[src/irq_vec_pkg.sv]
// interrupt source constants, vector table and default priorities
// Function
// - operand check failure traps via 003CH
// - break instruction traps unmaskably via 003EH
// - pin edges: nonmaskable 0002H, pins 4/5
// - watchdog overflow nonmaskable via 0004H
// - pin0 edge priority 0, timer1 trigger
// - pins 1,2 priorities 1,2, timer2 trigger
// - pin3 priority 3, timer0 trigger
// - timer0 matches priorities 4,5
// - timer1 match source follows counter mode
// - timer2 priorities 8,9; timer3 priority 10
// - conversion done priority 13 via 0020H
// - async0 receive error priority 14
// - async0 rx and clocked done share 15
// - async0 tx 0026H, clocked serial 0028H
// - async2 error, rx/clocked2, tx requests
// - bus stop condition lowest, priority 21
// - accepted vector entry loads program counter
// - entry pushes program counter and status
// - return restores status and program counter bits 15:0, bits 19:16 cleared
// - branch target limited to 16 bits
package irq_vec_pkg;
    localparam int          NUM_MASKABLE   = 22;
    localparam int          PC_W           = 20;
    localparam int          ADDR_W         = 16;
    localparam logic [7:0]  OPERAND_OK     = 8'hFF;
    localparam logic [15:0] VEC_OPERR      = 16'h003C;
    localparam logic [15:0] VEC_BREAK      = 16'h003E;
    localparam logic [15:0] VEC_PIN_NMI    = 16'h0002;
    localparam logic [15:0] VEC_WATCHDOG   = 16'h0004;
    localparam logic [15:0] VEC_MASK_BASE  = 16'h0006;
    localparam logic [15:0] VEC_STEP       = 16'h0002;
    localparam logic [3:0]  PC_TOP_CLEAR   = 4'h0;

    // default priority numbers = bit index of the maskable request vector
    localparam int PRI_PIN0   = 0;
    localparam int PRI_PIN1   = 1;
    localparam int PRI_PIN2   = 2;
    localparam int PRI_PIN3   = 3;
    localparam int PRI_T0A    = 4;
    localparam int PRI_T0B    = 5;
    localparam int PRI_T1A    = 6;
    localparam int PRI_T1B    = 7;
    localparam int PRI_T2A    = 8;
    localparam int PRI_T2B    = 9;
    localparam int PRI_T3     = 10;
    localparam int PRI_PIN4   = 11;
    localparam int PRI_PIN5   = 12;
    localparam int PRI_CONV   = 13;
    localparam int PRI_A0ERR  = 14;
    localparam int PRI_A0RX   = 15;
    localparam int PRI_A0TX   = 16;
    localparam int PRI_CSI    = 17;
    localparam int PRI_A2ERR  = 18;
    localparam int PRI_A2RX   = 19;
    localparam int PRI_A2TX   = 20;
    localparam int PRI_I2C    = 21;

    typedef enum logic [1:0] {
        SRC_NONE,
        SRC_SOFT,
        SRC_NMI,
        SRC_MASK
    } src_kind_t;
endpackage : irq_vec_pkg

[src/irq_prio_pick.sv]
// fixed default-priority encoder for maskable requests
module irq_prio_pick #(
    parameter int N = irq_vec_pkg::NUM_MASKABLE
) (
    // request vector
    input  wire logic [N-1:0] reqVec,
    // result
    output logic              anyReq,
    output logic [4:0]        winIdx
);
    if (N < 1 || N > 32) begin : gBadN
        $error("irq_prio_pick: N out of range");
    end

    always_comb begin
        anyReq = 1'b0;
        winIdx = 5'h00;
        for (int i = N - 1; i >= 0; i--) begin
            if (reqVec[i]) begin
                anyReq = 1'b1;
                winIdx = 5'(i);
            end
        end
    end
endmodule : irq_prio_pick

[src/vectored_interrupt_sources.sv]
// request collection, arbitration and vectored entry/return sequencing
module vectored_interrupt_sources #(
    parameter int N = irq_vec_pkg::NUM_MASKABLE
) (
    // clock and reset
    input  wire logic                 mclk,
    input  wire logic                 srst,
    // external pins (asynchronous)
    input  wire logic                 nmiPin,
    input  wire logic [5:0]           extPin,
    input  wire logic [5:0]           pinRiseEn,
    input  wire logic [5:0]           pinFallEn,
    input  wire logic                 nmiRiseSel,
    // internal event pulses
    input  wire logic                 watchdog_overflow_req,
    input  wire logic                 timer0_match_a_req,
    input  wire logic                 timer0_match_b_req,
    input  wire logic                 timer1Match8A,
    input  wire logic                 timer1Match8B,
    input  wire logic                 timer1Match16A,
    input  wire logic                 timer1Match16B,
    input  wire logic                 timer1Wide,
    input  wire logic                 timer2_match_a_req,
    input  wire logic                 timer2_match_b_req,
    input  wire logic                 timer3Match8,
    input  wire logic                 timer3Match16,
    input  wire logic                 timer3Wide,
    input  wire logic                 conversion_done_req,
    input  wire logic                 async0_rx_error_req,
    input  wire logic                 async0_rx_done_req,
    input  wire logic                 clocked1XferDone,
    input  wire logic                 async0_tx_done_req,
    input  wire logic                 clocked_serial_done_req,
    input  wire logic                 async2_rx_error_req,
    input  wire logic                 async2_rx_done_req,
    input  wire logic                 clocked2XferDone,
    input  wire logic                 async2_tx_done_req,
    input  wire logic                 i2c_stop_seen_req,
    // cpu core side
    input  wire logic                 break_trap_instr,
    input  wire logic                 break_ctx_switch_instr,
    input  wire logic                 protWrite,
    input  wire logic [7:0]           protByte,
    input  wire logic [7:0]           protByteInv,
    input  wire logic                 irqEnable,
    input  wire logic [N-1:0]         maskVec,
    input  wire logic                 return_from_irq_instr,
    input  wire logic [19:0]          curPc,
    input  wire logic [15:0]          program_status_word,
    // memory port (vector fetch, stack)
    input  wire logic                 memDone,
    input  wire logic [15:0]          memRdata,
    // outputs, plus the stack pointer input
    output logic                      memRd_ff,
    output logic                      memWr_ff,
    output logic [19:0]               memAddr_ff,
    output logic [19:0]               memWdata_ff,
    output logic                      pcLoad_ff,
    output logic [19:0]               pcValue_ff,
    output logic                      pswLoad_ff,
    output logic [15:0]               pswValue_ff,
    output logic                      busy_ff,
    output logic [N-1:0]              pending_ff,
    output logic                      timer0Trig_ff,
    output logic                      timer1Trig_ff,
    output logic                      timer2Trig_ff,
    input  wire logic [19:0]          stackPtr,
    output logic [19:0]               stackPtrNew_ff,
    output logic                      spLoad_ff
);
    if (N != irq_vec_pkg::NUM_MASKABLE) begin : gBadN
        $error("vectored_interrupt_sources: N must be 22");
    end

    // ------------------------------------------------
    // pin synchronisers and edge detection
    // ------------------------------------------------
    logic [6:0] pinMeta_ff;
    logic [6:0] pinSync_ff;
    logic [6:0] pinPrev_ff;
    logic [5:0] pinEdge;
    logic       nmiEdge;

    always_ff @(posedge mclk) begin
        if (srst) begin
            pinMeta_ff <= 7'h00;
            pinSync_ff <= 7'h00;
            pinPrev_ff <= 7'h00;
        end else begin
            pinMeta_ff <= {nmiPin, extPin};
            pinSync_ff <= pinMeta_ff;
            pinPrev_ff <= pinSync_ff;
        end
    end

    genvar g;
    generate
        for (g = 0; g < 6; g++) begin : gEdge
            assign pinEdge[g] = (pinRiseEn[g] & pinSync_ff[g] & ~pinPrev_ff[g])
                              | (pinFallEn[g] & ~pinSync_ff[g] & pinPrev_ff[g]);
        end
    endgenerate

    assign nmiEdge = nmiRiseSel ? (pinSync_ff[6] & ~pinPrev_ff[6])
                                : (~pinSync_ff[6] & pinPrev_ff[6]);

    // pin 0-3 edges double as timer capture/event triggers
    always_ff @(posedge mclk) begin
        if (srst) begin
            timer0Trig_ff <= 1'b0;
            timer1Trig_ff <= 1'b0;
            timer2Trig_ff <= 1'b0;
        end else begin
            timer1Trig_ff <= pinEdge[0];
            timer2Trig_ff <= pinEdge[1] | pinEdge[2];
            timer0Trig_ff <= pinEdge[3];
        end
    end

    // ------------------------------------------------
    // maskable request collection
    // ------------------------------------------------
    logic [N-1:0] rawReq;

    always_comb begin
        rawReq = '0;
        rawReq[irq_vec_pkg::PRI_PIN0]  = pinEdge[0];
        rawReq[irq_vec_pkg::PRI_PIN1]  = pinEdge[1];
        rawReq[irq_vec_pkg::PRI_PIN2]  = pinEdge[2];
        rawReq[irq_vec_pkg::PRI_PIN3]  = pinEdge[3];
        rawReq[irq_vec_pkg::PRI_T0A]   = timer0_match_a_req;
        rawReq[irq_vec_pkg::PRI_T0B]   = timer0_match_b_req;
        rawReq[irq_vec_pkg::PRI_T1A]   = timer1Wide ? timer1Match16A : timer1Match8A;
        rawReq[irq_vec_pkg::PRI_T1B]   = timer1Wide ? timer1Match16B : timer1Match8B;
        rawReq[irq_vec_pkg::PRI_T2A]   = timer2_match_a_req;
        rawReq[irq_vec_pkg::PRI_T2B]   = timer2_match_b_req;
        rawReq[irq_vec_pkg::PRI_T3]    = timer3Wide ? timer3Match16 : timer3Match8;
        rawReq[irq_vec_pkg::PRI_PIN4]  = pinEdge[4];
        rawReq[irq_vec_pkg::PRI_PIN5]  = pinEdge[5];
        rawReq[irq_vec_pkg::PRI_CONV]  = conversion_done_req;
        rawReq[irq_vec_pkg::PRI_A0ERR] = async0_rx_error_req;
        rawReq[irq_vec_pkg::PRI_A0RX]  = async0_rx_done_req | clocked1XferDone;
        rawReq[irq_vec_pkg::PRI_A0TX]  = async0_tx_done_req;
        rawReq[irq_vec_pkg::PRI_CSI]   = clocked_serial_done_req;
        rawReq[irq_vec_pkg::PRI_A2ERR] = async2_rx_error_req;
        rawReq[irq_vec_pkg::PRI_A2RX]  = async2_rx_done_req | clocked2XferDone;
        rawReq[irq_vec_pkg::PRI_A2TX]  = async2_tx_done_req;
        rawReq[irq_vec_pkg::PRI_I2C]   = i2c_stop_seen_req;
    end

    // ------------------------------------------------
    // pending flags: a new event wins over its acknowledge
    // ------------------------------------------------
    logic         nmiPend_ff;
    logic         wdtPend_ff;
    logic         operrPend_ff;
    logic         brkPend_ff;
    logic [N-1:0] ackVec;
    logic         ackNmi;
    logic         ackWdt;
    logic         ackOperr;
    logic         ackBrk;
    logic         operandBad;

    // complement check: byte xor its inverse must be all ones
    assign operandBad = protWrite && ((protByte ^ protByteInv) != irq_vec_pkg::OPERAND_OK);

    always_ff @(posedge mclk) begin
        if (srst) begin
            pending_ff <= '0;
        end else begin
            pending_ff <= (pending_ff & ~ackVec) | rawReq;
        end
    end

    always_ff @(posedge mclk) begin
        if (srst) begin
            nmiPend_ff   <= 1'b0;
            wdtPend_ff   <= 1'b0;
            operrPend_ff <= 1'b0;
            brkPend_ff   <= 1'b0;
        end else begin
            nmiPend_ff   <= (nmiPend_ff & ~ackNmi) | nmiEdge;
            wdtPend_ff   <= (wdtPend_ff & ~ackWdt) | watchdog_overflow_req;
            operrPend_ff <= (operrPend_ff & ~ackOperr) | operandBad;
            brkPend_ff   <= (brkPend_ff & ~ackBrk)
                          | break_trap_instr | break_ctx_switch_instr;
        end
    end

    // ------------------------------------------------
    // arbitration
    // ------------------------------------------------
    logic         anyMask;
    logic [4:0]   maskIdx;
    logic [N-1:0] eligible;

    assign eligible = pending_ff & ~maskVec;

    irq_prio_pick #(.N(N)) uPick (
        .reqVec (eligible),
        .anyReq (anyMask),
        .winIdx (maskIdx)
    );

    function automatic logic [15:0] maskVector(input logic [4:0] idx);
        maskVector = irq_vec_pkg::VEC_MASK_BASE
                   + 16'(idx) * irq_vec_pkg::VEC_STEP;
    endfunction : maskVector

    // ------------------------------------------------
    // entry / return sequencer
    // ------------------------------------------------
    typedef enum logic [2:0] {
        ST_IDLE,
        ST_PUSH_PC,
        ST_PUSH_PSW,
        ST_FETCH,
        ST_POP_PSW,
        ST_POP_PC
    } seq_t;

    seq_t        state_ff;
    logic [15:0] vecAddr_ff;

    logic        take;
    logic [15:0] takeVec;
    always_comb begin
        take     = 1'b0;
        takeVec  = 16'h0000;
        ackVec   = '0;
        ackNmi   = 1'b0;
        ackWdt   = 1'b0;
        ackOperr = 1'b0;
        ackBrk   = 1'b0;
        if (state_ff == ST_IDLE && !return_from_irq_instr) begin
            if (brkPend_ff) begin
                take = 1'b1; ackBrk = 1'b1; takeVec = irq_vec_pkg::VEC_BREAK;
            end else if (operrPend_ff) begin
                take = 1'b1; ackOperr = 1'b1; takeVec = irq_vec_pkg::VEC_OPERR;
            end else if (nmiPend_ff) begin
                take = 1'b1; ackNmi = 1'b1; takeVec = irq_vec_pkg::VEC_PIN_NMI;
            end else if (wdtPend_ff) begin
                take = 1'b1; ackWdt = 1'b1; takeVec = irq_vec_pkg::VEC_WATCHDOG;
            end else if (irqEnable && anyMask) begin
                take = 1'b1;
                ackVec[maskIdx] = 1'b1;
                takeVec = maskVector(maskIdx);
            end
        end
    end

    always_ff @(posedge mclk) begin
        if (srst) begin
            state_ff   <= ST_IDLE;
            vecAddr_ff <= 16'h0000;
        end else begin
            case (state_ff)
                ST_IDLE: begin
                    if (return_from_irq_instr) begin
                        state_ff <= ST_POP_PSW;
                    end else if (take) begin
                        state_ff   <= ST_PUSH_PC;
                        vecAddr_ff <= takeVec;
                    end
                end
                ST_PUSH_PC:  if (memDone) state_ff <= ST_PUSH_PSW;
                ST_PUSH_PSW: if (memDone) state_ff <= ST_FETCH;
                ST_FETCH:    if (memDone) state_ff <= ST_IDLE;
                ST_POP_PSW:  if (memDone) state_ff <= ST_POP_PC;
                ST_POP_PC:   if (memDone) state_ff <= ST_IDLE;
                default:     state_ff <= ST_IDLE;
            endcase
        end
    end

    // memory strobes held while a step waits for memDone
    always_ff @(posedge mclk) begin
        if (srst) begin
            memRd_ff       <= 1'b0;
            memWr_ff       <= 1'b0;
            memAddr_ff     <= 20'h00000;
            memWdata_ff    <= 20'h00000;
            stackPtrNew_ff <= 20'h00000;
            spLoad_ff      <= 1'b0;
            busy_ff        <= 1'b0;
        end else begin
            spLoad_ff <= 1'b0;
            memRd_ff  <= 1'b0;
            memWr_ff  <= 1'b0;
            busy_ff   <= (state_ff != ST_IDLE) || take || return_from_irq_instr;
            case (state_ff)
                ST_IDLE: begin
                    if (return_from_irq_instr) begin
                        memRd_ff   <= 1'b1;
                        memAddr_ff <= stackPtr;
                    end else if (take) begin
                        memWr_ff    <= 1'b1;
                        memAddr_ff  <= stackPtr - 20'h00001;
                        memWdata_ff <= curPc;
                    end
                end
                ST_PUSH_PC: begin
                    if (memDone) begin
                        memWr_ff    <= 1'b1;
                        memAddr_ff  <= stackPtr - 20'h00002;
                        memWdata_ff <= {4'h0, program_status_word};
                    end else begin
                        memWr_ff <= 1'b1;
                    end
                end
                ST_PUSH_PSW: begin
                    if (memDone) begin
                        stackPtrNew_ff <= stackPtr - 20'h00002;
                        spLoad_ff      <= 1'b1;
                        memRd_ff       <= 1'b1;
                        memAddr_ff     <= {irq_vec_pkg::PC_TOP_CLEAR, vecAddr_ff};
                    end else begin
                        memWr_ff <= 1'b1;
                    end
                end
                ST_POP_PSW: begin
                    memRd_ff <= 1'b1;
                    if (memDone) memAddr_ff <= stackPtr + 20'h00001;
                end
                ST_POP_PC: begin
                    if (memDone) begin
                        stackPtrNew_ff <= stackPtr + 20'h00002;
                        spLoad_ff      <= 1'b1;
                    end else begin
                        memRd_ff <= 1'b1;
                    end
                end
                ST_FETCH: begin
                    if (!memDone) memRd_ff <= 1'b1;
                end
                default: ;
            endcase
        end
    end

    // program counter and status word loads
    always_ff @(posedge mclk) begin
        if (srst) begin
            pcLoad_ff   <= 1'b0;
            pcValue_ff  <= 20'h00000;
            pswLoad_ff  <= 1'b0;
            pswValue_ff <= 16'h0000;
        end else begin
            pcLoad_ff  <= 1'b0;
            pswLoad_ff <= 1'b0;
            if (state_ff == ST_FETCH && memDone) begin
                pcLoad_ff  <= 1'b1;
                pcValue_ff <= {irq_vec_pkg::PC_TOP_CLEAR, memRdata};
            end else if (state_ff == ST_POP_PSW && memDone) begin
                pswLoad_ff  <= 1'b1;
                pswValue_ff <= memRdata;
            end else if (state_ff == ST_POP_PC && memDone) begin
                pcLoad_ff  <= 1'b1;
                pcValue_ff <= {irq_vec_pkg::PC_TOP_CLEAR, memRdata};
            end
        end
    end

    // ------------------------------------------------
    // checks
    // ------------------------------------------------
    a_nmi_beats_mask: assert property (@(posedge mclk) disable iff (srst)
        (state_ff == ST_IDLE && nmiPend_ff && !brkPend_ff && !operrPend_ff
         && !return_from_irq_instr) |=> vecAddr_ff == irq_vec_pkg::VEC_PIN_NMI)
        else $error("nmi lost to a lower source");
    a_pc_top_clear: assert property (@(posedge mclk) disable iff (srst)
        pcLoad_ff |-> pcValue_ff[19:16] == irq_vec_pkg::PC_TOP_CLEAR)
        else $error("branch target above 16 bits");
    a_fetch_loads_pc: assert property (@(posedge mclk) disable iff (srst)
        (state_ff == ST_FETCH && memDone) |=> pcLoad_ff && pcValue_ff[15:0] == $past(memRdata))
        else $error("vector not loaded into pc");
    a_push_pc_first: assert property (@(posedge mclk) disable iff (srst)
        (state_ff == ST_IDLE && take && !return_from_irq_instr)
        |=> memWr_ff && memWdata_ff == $past(curPc))
        else $error("pc not pushed on entry");
    a_return_from_irq_instr_pops: assert property (@(posedge mclk) disable iff (srst)
        (state_ff == ST_IDLE && return_from_irq_instr) |=> state_ff == ST_POP_PSW ##0 memRd_ff)
        else $error("return did not start pop");
    a_low_idx_wins: assert property (@(posedge mclk) disable iff (srst)
        anyMask |-> (eligible & ((N'(1) << maskIdx) - N'(1))) == '0)
        else $error("lower default priority not chosen");
    a_operr_sets: assert property (@(posedge mclk) disable iff (srst)
        operandBad |=> operrPend_ff || vecAddr_ff == irq_vec_pkg::VEC_OPERR)
        else $error("operand error not raised");
    a_pin0_timer1: assert property (@(posedge mclk) disable iff (srst)
        pinEdge[0] |=> timer1Trig_ff && pending_ff[irq_vec_pkg::PRI_PIN0])
        else $error("pin0 edge not routed");
endmodule : vectored_interrupt_sources

[config.mk]
export PLATFORM = sky130hd
export DESIGN_NAME = vectored_interrupt_sources
export DESIGN_NICKNAME = d
export VERILOG_FILES = /design/src/irq_vec_pkg.sv /design/src/irq_prio_pick.sv /design/src/vectored_interrupt_sources.sv
export SDC_FILE = /design/constraint.sdc
export NUM_CORES = 1
export LEC_CHECK = 0
export BUFFER_PORTS_ARGS = -buffer_cell sky130_fd_sc_hd__buf_2
export CORE_UTILIZATION = 46
export DETAILED_ROUTE_END_ITERATION = 16
export PLACE_DENSITY = 0.77
export SLEW_MARGIN = 5
export SYNTH_ARGS = -nofsm -noshare
export SYNTH_HDL_FRONTEND = slang
export SYNTH_SLANG_ARGS = --single-unit
[constraint.sdc]
create_clock -name mclk -period 2.6 [get_ports mclk]
set_clock_uncertainty 0.15 [all_clocks]
set_input_delay 0.26 -clock mclk [delete_from_list [all_inputs] [get_ports mclk]]
set_output_delay 0.26 -clock mclk [all_outputs]
set_load 0.05 [all_outputs]
==> impl_metrics.env, run 1 <==
export IMPL_status="finished, violations left"
export IMPL_crit_top_cell="a21oi_2"
export IMPL_post_route_util_pct=67.9
export IMPL_synth_edf_count=0
export IMPL_worst_skew_pair_late_latency_ns=0.43
export IMPL_via_count=9715
export IMPL_crit_buf_inv=0
export IMPL_path_delay_family="simple AND/OR/NAND/NOR gates"
export IMPL_grt_ovfl_total=0
export IMPL_cts_htree_levels=4
export IMPL_final_cell_mix="283 x buf_2, 211 x nand2_1, 147 x dfxtp_1, 117 x a21oi_1, 93 x nor2_1"
export IMPL_preCtsSetupSlack_ns=-0.155
export IMPL_routed_wl_um=29900
export IMPL_cts_tree="yes"
export IMPL_dr_first_iter_drc_count=660
export IMPL_numCtsBuffers=17
export IMPL_start_util_pct=47.4
export IMPL_slew_headroom_pct=58.7
export IMPL_fp_row_count=48
export IMPL_place_inst=1608
export IMPL_clock_sinks=157
export IMPL_rsz0062_at_grt="yes"
export IMPL_hold_path_depth=3
export IMPL_dieHeight_um=136
export IMPL_clk_pin_slew_ns=0.07
export IMPL_slowest_delay_ns=0.37
export IMPL_dp_hpwl_um=20300
export IMPL_tightest_slew_ns=0.620
export IMPL_cp_max_fo=4
export IMPL_fin_nets=1659
export IMPL_cpMaxStageDelayCell="or3b_4"
export IMPL_async_reset_ff_share_pct=0
export IMPL_fmax_mhz=374
export IMPL_hold_viol_final=0
export IMPL_ys_warnings_count=0
export IMPL_boundaryPins=289
export IMPL_synth_cells=1103
export IMPL_ys_seq_elements=157
export IMPL_root_buffer="clkbuf_16"
export IMPL_drc=0
export IMPL_synth_ff_type="dfxtp_1"
export IMPL_final_cells=1725
export IMPL_path_depth=11
export IMPL_grt_usage_pct=31.2
export IMPL_maxCapViolCount=0
export IMPL_drv_slew=0
export IMPL_power_density_mw_per_mm2=814
export IMPL_fin_tns_setup_ns=-0.0748
export IMPL_antenna_found_initial=0
export IMPL_firstDrtPassIters=5
export IMPL_port_buffers=284
export IMPL_grt_pass1_vias=9207
export IMPL_reg2reg_depth=11
export IMPL_avgSynthCellArea_um2=7.49
export IMPL_syn_area_mm2=0.00826
export IMPL_grt_max_degree=55
export IMPL_die_area_mm2=0.0185
export IMPL_core_area_mm2=0.0174
export IMPL_gp_congestion=0.984
export IMPL_worstSetupStartpointType="register"
export IMPL_setup_viol=1
export IMPL_cp_data_arrival_time_ns=2.84
export IMPL_clk_path_buf_depth=2
export IMPL_holdWs_ns=0.0277
export IMPL_finalWorstSetupSlack_ns=-0.0748
export IMPL_diodes=0
export IMPL_cp_required_ns=2.76
export IMPL_leakagePower_uw=0.00519
export IMPL_violations="negative setup slack"
export IMPL_ir_drop_mv=0.715
export IMPL_viasPerCell=5.63
export IMPL_wl_per_cell_um=17.4
export IMPL_final_common_cell="buf_2"
export IMPL_crit_chain="nor2b_2 -> a221oi_2 -> o311a_1 -> o21ai_2 -> a21oi_2 -> nor3_2 -> or3_4 -> ha_1 -> or3b_4 -> a21oi_2 -> nor3_1"
export IMPL_route_antenna_remaining_nets=0
export IMPL_reg2reg_setup_slack_ns=-0.07
export IMPL_end_kind="register"
export IMPL_syn_to_final_growth_pct=43.3
export IMPL_crit_type="register to register"
export IMPL_period_needed_ns=2.67
export IMPL_ys_types=71
export IMPL_drive_above_1_share_pct=29.1
export IMPL_hp_class="input port to register"
export IMPL_period_share_pct=103
export IMPL_grt_pass1_wl_um=45300
export IMPL_ys_seq_area_share_pct=38.1
export IMPL_die_x_um=136
-- per-stage QoR --
step	area (um^2)	total power, uW
floorplan	8320	5690
global placement	10300	6880
detailed placement	10300	6920
CTS	11700	9550
global route	11800	10100
finish	11800	9630
-- cell usage after synthesis, types with 5 or more instances --
cell	n	area share, %
nand3_1	14	0.85
o21ai_0	65	3.9
dfxtp_1	157	38
or4_1	6	0.55
nor3b_1	5	0.45
nand4_1	15	1.1
o22a_1	7	0.74
xnor2_1	19	2.0
a31oi_1	6	0.45
a311oi_1	18	1.9
o22ai_1	9	0.68
nor2b_1	45	3.4
a41oi_1	5	0.53
nor4_1	10	0.76
ha_1	10	1.5
a21oi_1	119	7.2
and4_1	6	0.64
o211ai_1	11	1.0
a211oi_1	10	0.91
nor2_1	94	4.3
buf_2	8	0.48
nor3_1	27	1.6
a22oi_1	7	0.64
clkbuf_1	64	2.9
inv_1	24	1.1
xor2_1	22	2.3
o21a_1	5	0.45
nand2b_1	15	1.1
nand2_1	215	9.8
o221ai_1	5	0.53
and2_1	5	0.38
-- worst reg2reg max path, stage by stage, from the launching register on --
cell	delay [ns]
dfxtp_4	0.35
nor2b_2	0.16
a221oi_2	0.18
o311a_1	0.25
o21ai_2	0.07
a21oi_2	0.15
nor3_2	0.07
or3_4	0.35
ha_1	0.28
or3b_4	0.37
a21oi_2	0.12
nor3_1	0.06
-- sequential cells by signal, summed over array words and instances, names as in the netlist, 3 cells and up --
name	cells
stackPtrNew_ff	20
memAddr_ff	20
pcValue_ff	16
pending_ff	22
memWdata_ff	20
pinSync_ff	7
vecAddr_ff	6
pinMeta_ff	7
pswValue_ff	16
pinPrev_ff	7
state_ff	3
-- cells by family (layout without fill, tap and decap cells) --
logic type | count (synthesis) | in the layout | share of synthesized area (%)
flops | 157 | 157 | 38.1
compound gates | 303 | 303 | 22.8
buf+inv | 105 | 499 | 5.26
fa+ha+maj | 10 | 10 | 1.51
xor+xnor | 41 | 41 | 4.35
mux | 4 | 4 | 0.485
other cells | 1 | 4 | 0.0454
simple gates | 482 | 482 | 27.5
-- report_power, final --
group / switching (uW) / leakage (uW) / internal, uW
clock network: 1160 / 0.000290 / 1370
logic: 2800 / 0.00360 / 1330
registers: 212 / 0.00129 / 2760
-- per-layer routing --
layer	wire length, um	track usage, %	vias to the layer above
met4	1020	13.8	0
met3	2400	6.82	92
li1	-	-	4635
met1	11600	35.2	4500
met5	0	0	-
met2	14900	56.0	488
-- timing repair --
| item | 4_1_cts | 5_1_grt |
|---|---|---|
| hold endpoints to repair | 78 | 0 |
| setup buffers | 1 | 1 |
| resized for setup | 2 | 23 |
| pin swaps | 3 | 7 |
| hold buffers | 83 | 0 |
| setup endpoints to repair | 2 | 33 |
-- area by class of cell --
type                            count  area, um^2
Clock buffer                       17         425
Clock inverter                     15         163
Fill cell                        1429        5580
Inverter                           24        90.1
Multi-Input combinational cell    844        4830
Sequential cell                   157        3170
Tap cell                          225         282
Timing Repair Buffer              443        2880
-- worst paths after layout --
check / endpoint / from
setup / recovery: vecAddr_ff[2]$_SDFFE_PP0P_ / pending_ff[17]$_SDFF_PP0_
hold / removal: operrPend_ff$_SDFF_PP0_ / protWrite
setup reg to reg: vecAddr_ff[2]$_SDFFE_PP0P_ / pending_ff[17]$_SDFF_PP0_
hold reg to reg: pinSync_ff[1]$_SDFF_PP0_ / pinMeta_ff[1]$_SDFF_PP0_
(Power assumes the default switching activity.)
==> run 2, diff against run 1 <==
--- a/config.mk
+++ b/config.mk
@@ -9,6 +9,7 @@
 export CORE_UTILIZATION = 46
 export DETAILED_ROUTE_END_ITERATION = 16
 export PLACE_DENSITY = 0.77
+export RECOVER_POWER = 100
 export SLEW_MARGIN = 5
 export SYNTH_ARGS = -nofsm -noshare
 export SYNTH_HDL_FRONTEND = slang
==> run 2 against run 1 <==
  * The flow still finishes with violations (negative setup slack)
  * Worst hold slack improved by 0.0074 ns
  * Critical path depth did not move
  * Final area fell by 1.5%
  * Clock-buffer cell count did not move
  * Power fell by 1.1%
  * Via count rose by 0.70%
  * Maximum frequency rose by 0.33%
  * Global-route usage did not move
  * Register-to-register slack barely moved
  * Die area did not move
  * Utilization fell by 1.0 points
  * Critical path type unchanged
  * Largest cell class unchanged
  * Largest power group unchanged
==> impl_metrics.env, run 2 (synthesis results as in run 1) <==
export IMPL_port_buffers=284
export IMPL_hold_viol_final=0
export IMPL_dr_first_iter_drc_count=679
export IMPL_regMostFlops="pending_ff"
export IMPL_numCtsBuffers=17
export IMPL_die_area_mm2=0.0185
export IMPL_syn_to_final_growth_pct=41.1
export IMPL_grt_pass1_wl_um=45300
export IMPL_largest_reg_flops=22
export IMPL_reg2reg_setup_slack_ns=-0.07
export IMPL_root_buffer="clkbuf_16"
export IMPL_die_x_um=136
export IMPL_crit_top_cell="a21oi_2"
export IMPL_drive_above_1_share_pct=20.6
export IMPL_period_share_pct=103
export IMPL_worst_r2r_startpoint="pending_ff[17]$_SDFF_PP0_"
export IMPL_crit_end="vecAddr_ff[2]$_SDFFE_PP0P_"
export IMPL_cts_htree_levels=4
export IMPL_viasPerCell=5.67
export IMPL_final_common_cell="nand2_1"
export IMPL_fin_tns_setup_ns=-0.0659
export IMPL_clock_sinks=157
export IMPL_preCtsSetupSlack_ns=-0.155
export IMPL_fin_area_mm2=0.0117
export IMPL_status="finished, violations left"
export IMPL_fin_nets=1659
export IMPL_drv_slew=0
export IMPL_worstSetupStartpointType="register"
export IMPL_wl_per_cell_um=17.4
export IMPL_gp_congestion=0.984
export IMPL_ir_drop_mv=0.692
export IMPL_routed_wl_um=30000
export IMPL_cp_required_ns=2.76
export IMPL_start_util_pct=47.4
export IMPL_dieHeight_um=136
export IMPL_cts_tree="yes"
export IMPL_tightest_slew_ns=0.855
export IMPL_firstDrtPassIters=5
export IMPL_grt_pass1_vias=9207
export IMPL_cp_max_fo=4
export IMPL_maxCapViolCount=0
export IMPL_fp_row_count=48
export IMPL_r2r_end="vecAddr_ff[2]$_SDFFE_PP0P_"
export IMPL_antenna_found_initial=0
export IMPL_rsz0062_at_grt="yes"
export IMPL_hp_class="input port to register"
export IMPL_diodes=0
export IMPL_setup_viol=1
export IMPL_crit_chain="nor2b_2 -> a221oi_2 -> o311a_1 -> o21ai_2 -> a21oi_2 -> nor3_2 -> or3_4 -> ha_1 -> or3b_4 -> a21oi_2 -> nor3_1"
export IMPL_boundaryPins=289
export IMPL_reg2reg_depth=11
export IMPL_crit_type="register to register"
export IMPL_period_needed_ns=2.67
export IMPL_end_kind="register"
export IMPL_slew_headroom_pct=43.0
export IMPL_finalWorstSetupSlack_ns=-0.0659
export IMPL_route_antenna_remaining_nets=0
export IMPL_fillerInstances=1511
export IMPL_violations="negative setup slack"
export IMPL_power_density_mw_per_mm2=817
export IMPL_clk_path_buf_depth=2
export IMPL_grt_ovfl_total=0
export IMPL_holdWs_ns=0.0351
export IMPL_drc=0
export IMPL_grt_usage_pct=31.2
export IMPL_slowest_delay_ns=0.37
export IMPL_via_count=9783
export IMPL_crit_path_start="pending_ff[17]$_SDFF_PP0_"
export IMPL_dp_hpwl_um=20300
export IMPL_core_area_mm2=0.0174
export IMPL_final_cell_mix="211 x nand2_1, 161 x buf_2, 147 x dfxtp_1, 128 x clkbuf_1, 117 x a21oi_1"
export IMPL_cpMaxStageDelayCell="or3b_4"
export IMPL_fmax_mhz=375
export IMPL_clk_pin_slew_ns=0.07
export IMPL_hold_path_depth=3
export IMPL_worst_skew_pair_late_latency_ns=0.43
export IMPL_cp_data_arrival_time_ns=2.83
export IMPL_leakagePower_uw=0.00467
export IMPL_grt_max_degree=55
export IMPL_dpl_instance_area_mm2=0.0103
run 2: power breakdown:
| part | internal [uW] | switching (uW) |
|---|---|---|
| Clock | 1370 | 1160 |
| Sequential | 2760 | 220 |
| Combinational | 1220 | 2800 |
run 2: final cells by class:
type                            instances  area (um^2)  area share, %
Multi-Input combinational cell        844         4830           41.5
Clock inverter                         15          163           1.40
Tap cell                              225          282           2.42
Sequential cell                       157         3170           27.2
Clock buffer                           17          425           3.65
Inverter                               24         90.1          0.773
Timing Repair Buffer                  443         2700           23.1
run 2: how the worst min path moves through the flow:
| stage | start | end | slack (ns) |
|---|---|---|---|
| 6_report | stackPtr[0] | stackPtrNew_ff[0]$_SDFFE_PP0P_ | 0.04 |
| 5_1_grt | stackPtr[4] | stackPtrNew_ff[4]$_SDFFE_PP0P_ | 0.04 |
| 4_1_cts | timer1Match8B | pending_ff[7]$_SDFF_PP0_ | 0.02 |
| 3_5_place_dp | pinMeta_ff[6]$_SDFF_PP0_ | pinSync_ff[6]$_SDFF_PP0_ | 0.28 |
| 3_3_place_gp | pinMeta_ff[1]$_SDFF_PP0_ | pinSync_ff[1]$_SDFF_PP0_ | 0.27 |
| 2_1_floorplan | async0_rx_error_req | pending_ff[14]$_SDFF_PP0_ | 0.23 |
run 2: what timing repair did:
item / 4_1_cts / 5_1_grt
cloned: 0 / 0
buffers inserted: 1 / 1
hold buffers: 83 / 0
resized for setup: 2 / 23
pin swaps: 3 / 7
endpoints found under the hold margin: 78 / 0
setup endpoints to repair: 2 / 33
run 2: routing by layer:
metal  track usage (%)  up-vias  share of wire, %
met5                 0        -                 0
met2              56.0      488                50
met3              6.82       89               8.0
met4              13.8        0               3.5
li1                  -     4635                 -
met1              35.2     4571                39
run 2: per-stage QoR:
stage                     total power, uW  cells  utilization [%]
after floorplan                      5690   1106                -
after global placement               6880   1608             59.1
after detailed placement             6920   1608             59.1
after CTS                            9550   1724             67.4
after global routing                 9970   1725             66.9
final                                9520   1725             66.9
run 2: worst max-delay path, delay by kind of cell, from the launching register on:
kind / cells / cell delay [ns]
simple gates: 5 / 1.00
fa+ha+maj: 1 / 0.27
flops: 1 / 0.35
compound gates: 5 / 0.77
